### config.mk
export PLATFORM = sky130hd
export DESIGN_NAME = mmsp_slave_port
export DESIGN_NICKNAME = d
export VERILOG_FILES = /design/src/rtl/mmsp_pkg.sv /design/src/rtl/mmsp_store_if.sv /design/src/rtl/mmsp_word_store.sv /design/src/rtl/mmsp_slave_port.sv
export SDC_FILE = /design/constraint.sdc
export NUM_CORES = 1
export LEC_CHECK = 0
export ABC_CLOCK_PERIOD_IN_PS = 2300
export BUFFER_PORTS_ARGS = -buffer_cell sky130_fd_sc_hd__buf_2
export CORE_ASPECT_RATIO = 1.5
export CORE_MARGIN = 8
export CORE_UTILIZATION = 62
export CTS_BUF_LIST = sky130_fd_sc_hd__clkbuf_8 sky130_fd_sc_hd__clkbuf_16
export CTS_CLUSTER_SIZE = 20
export DETAILED_ROUTE_END_ITERATION = 16
export GPL_TIMING_DRIVEN = 1
export PLACE_DENSITY = 0.8
export SLEW_MARGIN = 20
export SYNTH_ARGS = -nofsm -noshare
export SYNTH_HDL_FRONTEND = slang
export SYNTH_HIERARCHICAL = 1
export SYNTH_SLANG_ARGS = --single-unit
### constraint.sdc
create_clock -name clk -period 2.3 [get_ports clk]
set_clock_uncertainty 0.05 [all_clocks]
set_input_delay 0.23 -clock clk [delete_from_list [all_inputs] [get_ports clk]]
set_output_delay 0.23 -clock clk [all_outputs]
set_load 0.02 [all_outputs]
### src/rtl/mmsp_pkg.sv
// package: shared constants for the memory-mapped slave port
package mmsp_pkg;
  // ************************************************************
  // data and address shape
  // ************************************************************
  localparam int DATA_W_DEF  = 32;
  localparam int ADDR_W_DEF  = 4;
  localparam int DATA_W_MIN  = 1;
  localparam int DATA_W_MAX  = 1024;
  localparam int LANE_W      = 8;
  // ************************************************************
  // reset values
  // ************************************************************
  localparam logic WORD_RST_BIT = 1'b0;
  localparam logic SEEN_RST     = 1'b0;
  // ************************************************************
  // strobe usage modes
  // ************************************************************
  typedef enum logic [2:0] {
    MMSP_STB_BOTH    = 3'h1,
    MMSP_STB_RD_ONLY = 3'h2,
    MMSP_STB_WR_ONLY = 3'h4
  } mmsp_stb_mode_t;
endpackage

### src/rtl/mmsp_store_if.sv
// interface: port logic to word store connection
`timescale 1ns/1ps
interface mmsp_store_if #(
  parameter int DATA_W = 32,
  parameter int ADDR_W = 4
);
  localparam int LANES = (DATA_W + 7) / 8;
  logic [LANES-1:0]  we_lanes;
  logic [ADDR_W-1:0] waddr;
  logic [DATA_W-1:0] wdata;
  logic [ADDR_W-1:0] raddr;
  logic [DATA_W-1:0] rdata;
  modport port (output we_lanes, output waddr, output wdata, output raddr, input rdata);
  modport store (input we_lanes, input waddr, input wdata, input raddr, output rdata);
endinterface

### src/rtl/mmsp_word_store.sv
// module: flip-flop word store with per-lane write and asynchronous read
`timescale 1ns/1ps
module mmsp_word_store #(
  parameter int DATA_W = 32,
  parameter int ADDR_W = 4
) (
  input  wire logic  clk,
  input  wire logic  sys_rst,
  mmsp_store_if.store st
);
  localparam int LANES = (DATA_W + 7) / 8;
  localparam int WORDS = 1 << ADDR_W;

  logic [DATA_W-1:0] mem_q [WORDS];
  logic [DATA_W-1:0] mem_d [WORDS];

  // ************************************************************
  // next value per word and lane
  // ************************************************************
  always_comb begin
    for (int w = 0; w < WORDS; w++) begin
      mem_d[w] = mem_q[w];
      for (int l = 0; l < LANES; l++) begin
        for (int b = l * 8; b < (l + 1) * 8 && b < DATA_W; b++) begin
          // only the marked lanes of the addressed word change
          if (st.we_lanes[l] && st.waddr == ADDR_W'(w)) begin
            mem_d[w][b] = st.wdata[b];
          end
        end
      end
    end
  end

  always_ff @(posedge clk) begin
    for (int w = 0; w < WORDS; w++) begin
      if (sys_rst) begin
        mem_q[w] <= {DATA_W{mmsp_pkg::WORD_RST_BIT}};
      end else begin
        mem_q[w] <= mem_d[w];
      end
    end
  end

  // no register on the read side, so the word is ready within the cycle
  assign st.rdata = mem_q[st.raddr];

  // ************************************************************
  // checks
  // ************************************************************
  genvar gl;
  generate
    for (gl = 0; gl < LANES; gl++) begin : g_lane_chk
      localparam int HI = ((gl + 1) * 8 < DATA_W) ? (gl + 1) * 8 - 1 : DATA_W - 1;

    end
  endgenerate
endmodule

### src/rtl/mmsp_slave_port.sv
// module: zero-wait memory-mapped slave port with byte-lane writes
`timescale 1ns/1ps
// Operation
// fabric ignores slave outputs while idle
// address selects one whole data word
// data ports one to 1024 bits
// dynamic sizing widths are powers 8..1024
// read and write data share width
// select asserted takes transfer, else ignored
// fabric raises select only with strobe
// lone strobe low means opposite direction
// select qualifies both strobes
// without select, fabric raises one strobe
// back-to-back reads with strobes held
// unselected slave ignores inputs but reset
// write only lanes marked in mask
// reads return all lanes valid
// fabric keeps multi-lane masks aligned
// fabric uses only legal 32-bit masks
// write lane mask is write AND mask
// fabric pulses first-cycle flag each transfer
// basic read finishes in one cycle
// fabric samples word on next edge
// read word driven combinationally when selected
// no registered read path here
// act only on clock-edge stable levels
// strobes may be active low
module mmsp_slave_port #(
  parameter int                      DATA_W      = mmsp_pkg::DATA_W_DEF,
  parameter int                      ADDR_W      = mmsp_pkg::ADDR_W_DEF,
  parameter bit                      DYN_SIZING  = 1'b0,
  parameter bit                      HAS_SELECT  = 1'b1,
  parameter mmsp_pkg::mmsp_stb_mode_t STB_MODE   = mmsp_pkg::MMSP_STB_BOTH,
  parameter bit                      LOW_ACTIVE  = 1'b0
) (
  input  wire logic                        clk,
  input  wire logic                        sys_rst,
  input  wire logic [ADDR_W-1:0]           address,
  input  wire logic                        chipselect,
  input  wire logic                        read,
  input  wire logic                        write,
  input  wire logic [(DATA_W+7)/8-1:0]     byteenable,
  input  wire logic [DATA_W-1:0]           writedata,
  input  wire logic                        begintransfer,
  output logic      [DATA_W-1:0]           readdata,
  output logic                             xfer_seen_q,
  output logic                             wrote_q
);
  localparam int LANES = (DATA_W + 7) / 8;

  // ************************************************************
  // elaboration checks on the data width
  // ************************************************************
  generate
    if (DATA_W < mmsp_pkg::DATA_W_MIN || DATA_W > mmsp_pkg::DATA_W_MAX) begin : g_bad_w
      $error("data width out of range");
    end
    if (DYN_SIZING && (DATA_W < 8 || (DATA_W & (DATA_W - 1)) != 0)) begin : g_bad_dyn
      $error("dynamic sizing needs a power-of-two width of 8 or more");
    end
  endgenerate

  // ************************************************************
  // strobe decode
  // ************************************************************
  // one function serves both directions so the two can never disagree
  function automatic logic [1:0] dir_decode(input logic cs, input logic rd, input logic wr);
    logic sel;
    logic [1:0] rw;
    sel = HAS_SELECT ? cs : 1'b1;
    rw  = 2'b00;
    case (STB_MODE)
      mmsp_pkg::MMSP_STB_RD_ONLY: begin
        if (HAS_SELECT) begin
          rw = sel ? {rd, ~rd} : 2'b00;
        end else begin
          rw = {rd, 1'b0};
        end
      end
      mmsp_pkg::MMSP_STB_WR_ONLY: begin
        if (HAS_SELECT) begin
          rw = sel ? {~wr, wr} : 2'b00;
        end else begin
          rw = {1'b0, wr};
        end
      end
      default: begin
        // select only qualifies; strobes without it are dropped
        rw = sel ? {rd, wr} : 2'b00;
      end
    endcase
    return rw;
  endfunction

  logic cs_lvl;
  logic rd_lvl;
  logic wr_lvl;
  logic bt_lvl;
  logic rd_eff;
  logic wr_eff;

  // a low-active build inverts the strobes here and nowhere else
  assign cs_lvl = chipselect ^ LOW_ACTIVE;
  assign rd_lvl = read ^ LOW_ACTIVE;
  assign wr_lvl = write ^ LOW_ACTIVE;
  assign bt_lvl = begintransfer ^ LOW_ACTIVE;

  always_comb begin
    logic [1:0] rw;
    rw     = dir_decode(cs_lvl, rd_lvl, wr_lvl);
    rd_eff = rw[1];
    wr_eff = rw[0];
  end

  // ************************************************************
  // word store
  // ************************************************************
  mmsp_store_if #(.DATA_W(DATA_W), .ADDR_W(ADDR_W)) st ();

  // writes land at the clock edge, addressed as a word index
  assign st.we_lanes = {LANES{wr_eff}} & byteenable;
  assign st.waddr    = address;
  assign st.wdata    = writedata;
  assign st.raddr    = address;

  mmsp_word_store #(
    .DATA_W (DATA_W),
    .ADDR_W (ADDR_W)
  ) u_store (
    .clk     (clk),
    .sys_rst (sys_rst),
    .st      (st)
  );

  // ************************************************************
  // read return
  // ************************************************************
  // combinational on purpose: a single-cycle read cannot afford a register
  // here, so this output alone is not taken from a flip-flop
  always_comb begin
    if (rd_eff) begin
      readdata = st.rdata;
    end else begin
      // idle value is don't-care to the fabric; zero keeps it quiet
      readdata = '0;
    end
  end

  // ************************************************************
  // transfer status flags
  // ************************************************************
  logic xfer_seen_d;
  logic wrote_d;

  always_comb begin
    // begin flag sampled only at the edge, never used as an edge itself
    xfer_seen_d = bt_lvl && (rd_eff || wr_eff);
    wrote_d     = wr_eff && (|byteenable);
  end

  always_ff @(posedge clk) begin
    if (sys_rst) begin
      xfer_seen_q <= mmsp_pkg::SEEN_RST;
      wrote_q     <= mmsp_pkg::SEEN_RST;
    end else begin
      xfer_seen_q <= xfer_seen_d;
      wrote_q     <= wrote_d;
    end
  end
endmodule

# Word level (Yosys, flattened, before mapping)
# Memory sizes are Yosys's and may differ from the RTL's.
# Index checks and enable logic that the tools add are counted.
[classes]
n_mux = 581
magnitude_cmp = 0
bitwise_logic = 65
n_reduce_logical = 133
n_eq_ne = 79
mul = 0
shifts = 0
n_div = 0
addsub = 0
[ops]
columns = ["operator", "n"]
rows = [
  ["$mux W1", 515],
  ["$mux W8", 64],
  ["$reduce_and A2 Y1", 64],
  ["$logic_and A1 B1 Y1", 66],
  ["$ne A1 B1 Y1 const B", 64],
  ["$or A1 B1 Y1", 64],
  ["$eq A4 B4 Y1 const B", 8],
  ["$mux W32", 1],
  ["$eq A4 B3 Y1 const B", 4],
  ["$eq A4 B2 Y1 const B", 2],
  ["$and A4 B4 Y4", 1],
  ["$eq A4 B1 Y1 const B", 1],
  ["$logic_not A4 Y1", 1],
  ["$reduce_or A4 Y1", 1],
  ["$mux W2", 1],
  ["$logic_or A1 B1 Y1", 1],
]
[word_totals]
output_inout_bits = 34
mem_bits_ro = 0
mem_count = 1
inputBits = 46
latch_bits = 0
reg_bits = 2
ramBits = 512
[memory_table]
columns = ["name", "words", "word_bits", "rd", "rd_clocked_by_memory_dff", "write_ports", "line", "source"]
rows = [
  ["u_store.mem_q", 16, 32, 1, 0, 16, "mmsp_word_store.sv:14", "logic [DATA_W-1:0] mem_q [WORDS];"],
]

# Longest topological paths before layout
[logic_depth]
word_depth = 6
mapped_depth = 7
depth_no_buf = 4

# Modules after synthesis
# Netlist, hierarchy kept.
[modules_own_cells]
columns = ["module", "area_each_um2", "cells_each", "instances", "seq_area_each_um2"]
rows = [
  ["mmsp_word_store", 23568.9, 1523, 1, 15374.7],
  ["mmsp_slave_port", 367.9, 50, 1, 40.0],
]

# Worst setup path after synthesis
# OpenSTA, ideal clock, no wires.
[synth_path]
path_kind = "input port to flip-flop"
start = "in address[0]"
end = "mem u_store.mem_q[12][0], enable pin"
arrival_time_ns = 1.546
path_stages = 5
setup_ns = 0.375
setup_slack_ns = 0.330
path_cell_list = "buf_2 or2_2 clkbuf_1 clkbuf_1 o21bai_1"
[synth_lines]
columns = ["item", "line", "source"]
rows = [
  ["from (decl)", "mmsp_slave_port.sv:38", "input wire logic [ADDR_W-1:0] address,"],
  ["to (decl)", "mmsp_word_store.sv:14", ""],
]

# Worst setup path in the final report
[layout_path]
start = "mem u_store.mem_q[3][29]"
end = "out readdata[29]"
[layout_via]
elab_chain_cells = 2
[layout_rtl]
columns = ["item", "line", "source"]
rows = [
  ["$mem_v2 Z16 W32", "-", ""],
  ["named net st.rdata[29]", "mmsp_store_if.sv:12", "logic [DATA_W-1:0] rdata;"],
  ["$mux W32", "mmsp_slave_port.sv:141", "if (rd_eff) begin"],
  ["to (decl)", "mmsp_slave_port.sv:45", "output logic [DATA_W-1:0] readdata,"],
]
# The timed path passes the listed nets, and every way through them passes these cells.

==> results.cfg <==
[detailed_routing]
drt_first_pass_iters = 5
vias = 14100
first_iter_violations = 1397
avgRoutedWirePerCell_um = 25.9
wl_mm = 58.3
route.antenna.remaining_nets = 0
drc = 0
via_per_inst = 6.28

[outcome]
outcome = finished with violations
failed_checks = setup timing

[layout]
nFillCells = 2386
multi_input_area_mm2 = 0.00821
area_growth_syn_to_layout_pct = 14.8
regArea_mm2 = 0.0154
final_layout_size_suffix_gt1_share_pct = 26.2
layout_commonest_cell = and2_1
layout_common_cells = 513 x and2_1, 512 x edfxtp_1, 128 x mux4_2
fin_util_pct = 71.7
layout.nets = 1766

[floorplanning]
coreArea_mm2 = 0.0383
io_pins = 80
fp-row-count = 88
dieWidth_um = 176
die_h_um = 257
dieArea_mm2 = 0.0453
initial_utilization_pct = 62.5

[critical_path]
critPathTopFamily = multiplexers
arrival_ps = 2160
required_ps = 2020
crit_chain = mux4_2, a22oi_2, nand2_1, and3_4, buf_6
cpPeakStageDelay_ps = 530
cp_slowest_cell = mux4_2
crit_buf_inv = 1
crit_path_end_kind = primary output
critPathKind = register to primary output
cp_max_fo = 1
start_kind = register

[clock_network]
numCtsBuffers = 46
cts_tree = done
cts.clk_slew.worst_paths_ps = 60
cts_sinks = 514
htreeDepth = 2
post_cts_buffers = 0
root_buffer = clkbuf_16
clockBufferDepth = 3

[grt]
antenna_found_initial = 2
first_global_vias = 14800
track_usage_pct = 25.9
grt_max_degree = 34
grt_pass1_wl_mm = 88.5
grt_overflow_total = 0

[synth]
ys_ff_latch = 514
yosysWarnings = 6
netlist_instances = 1573
yosys.area.top_type_share_pct = 64.2
syn-num-nets = 1619
synth_area_leaders = edfxtp_1 64%, and2_1 13%, mux4_2 12%, a22oi_1 2.0%, o21bai_1 1.5%
synth_cell_types = 29
synth_area_leader_cell = edfxtp_1
yosysSeqAreaShare_pct = 64.4
synth_area_per_cell_um2 = 15.2
syn_area_mm2 = 0.0239

[sta]
period_minus_slack_ps = 2440
finalHoldViolCount = 0
slew_viol_final = 0
rsz0062_at_grt = yes
finalCritPeriodShare_pct = 106
setup_violations = 27
max_freq_mhz = 410
worstMarginPinSlew_ps = 853
max_slew_margin_pct = 43.0
final.setup.worst_slack_ps = -138

[place]
pre_cts_ws_ps = -12.1
gp_congestion = 0.861
place_hpwl_mm = 39.7
numPortBuffers = 79

[hold_path]
hp-class = input port to register

[pwr]
leakage_nw = 9.89
ir_drop_mv = 0.622
power_density_mw_per_mm2 = 738

[run]
drv_cap = 0
==> stage by stage <==
step                area (um^2)  hold WS [ps]  setup TNS (ps)  std cells  power [mW]
floorplan                 23900           250               0       1573        12.1
global placement          25600           430               0       2163        12.8
detailed placement        25600           438           -12.6       2163        12.8
CTS                       27400          69.8           -1940       2252        20.3
global route              27500           125           -3260       2252        20.8
finish                    27500          95.3           -1380       2253        20.3
==> final cells by class <==
class	count	area share (%)
Antenna cell	1	0.00911
Clock buffer	52	4.61
Clock inverter	33	0.792
Multi-Input combinational cell	947	29.9
Sequential cell	514	56.1
Tap cell	495	2.25
Timing Repair Buffer	211	6.35
==> where the power goes <==
group          switching (mW)  internal, mW  total (mW)
Sequential              0.155          10.8        10.9
Clock                    3.26          4.27        7.53
Combinational            1.04         0.787        1.83
Total                    4.45          15.8        20.3
==> synthesized netlist by cell type <==
cell type and number:
and2_1 513, edfxtp_1 512, mux4_2 128, nor2_1 66
a22oi_1 64, clkbuf_1 63, o21bai_1 48, nand2_1 42
and3_1 34, buf_2 18, buf_1 12, buf_4 12
a31o_2 8, nand4bb_1 8, buf_6 7, nor2b_1 6
a21o_1 4, a41o_1 4, nand3_1 4, nand4b_1 4
or4b_1 4, and3_2 2, dfxtp_1 2, nand2b_1 2
nor3_1 2, nor3b_2 1, nor4_1 1, o21ai_1 1
or2_2 1
==> path summary, 6_finish.rpt <==
kind                              from                   end  slack [ps]  depth (start not counted)
hold / removal            writedata[0]  u_store/mem_q[15][0]         100                          2
setup / recovery  u_store/mem_q[3][29]          readdata[29]        -140                          5
==> layer usage <==
layer | part of all wire [%] | vias to the layer above | track usage (%)
li1 | - | 6170 | -
met1 | 35 | 7184 | 30.1
met2 | 54 | 653 | 45.7
met3 | 7.0 | 140 | 4.05
met4 | 4.4 | 0 | 13.3
met5 | 0 | - | 0
==> timing repair <==
item	4_1_cts	5_1_grt
setup endpoints to repair	32	32
pin swaps	41	8
resized for setup	67	17
hold endpoints to repair	2	0
hold buffers	4	0
==> flip-flops by register name, indices dropped and copies added (netlist names) <==
name and count:
u_store/mem_q 512, wrote_q 1, xfer_seen_q 1
==> logic make-up after synthesis <==
group,synth area share (%)
AND/OR/NAND/NOR,17.2
multiplexers,12.0
buffers and inverters,2.26
AO/OA/AOI/OAI,4.12
flip-flops,64.4
(Power assumes the default switching activity.)
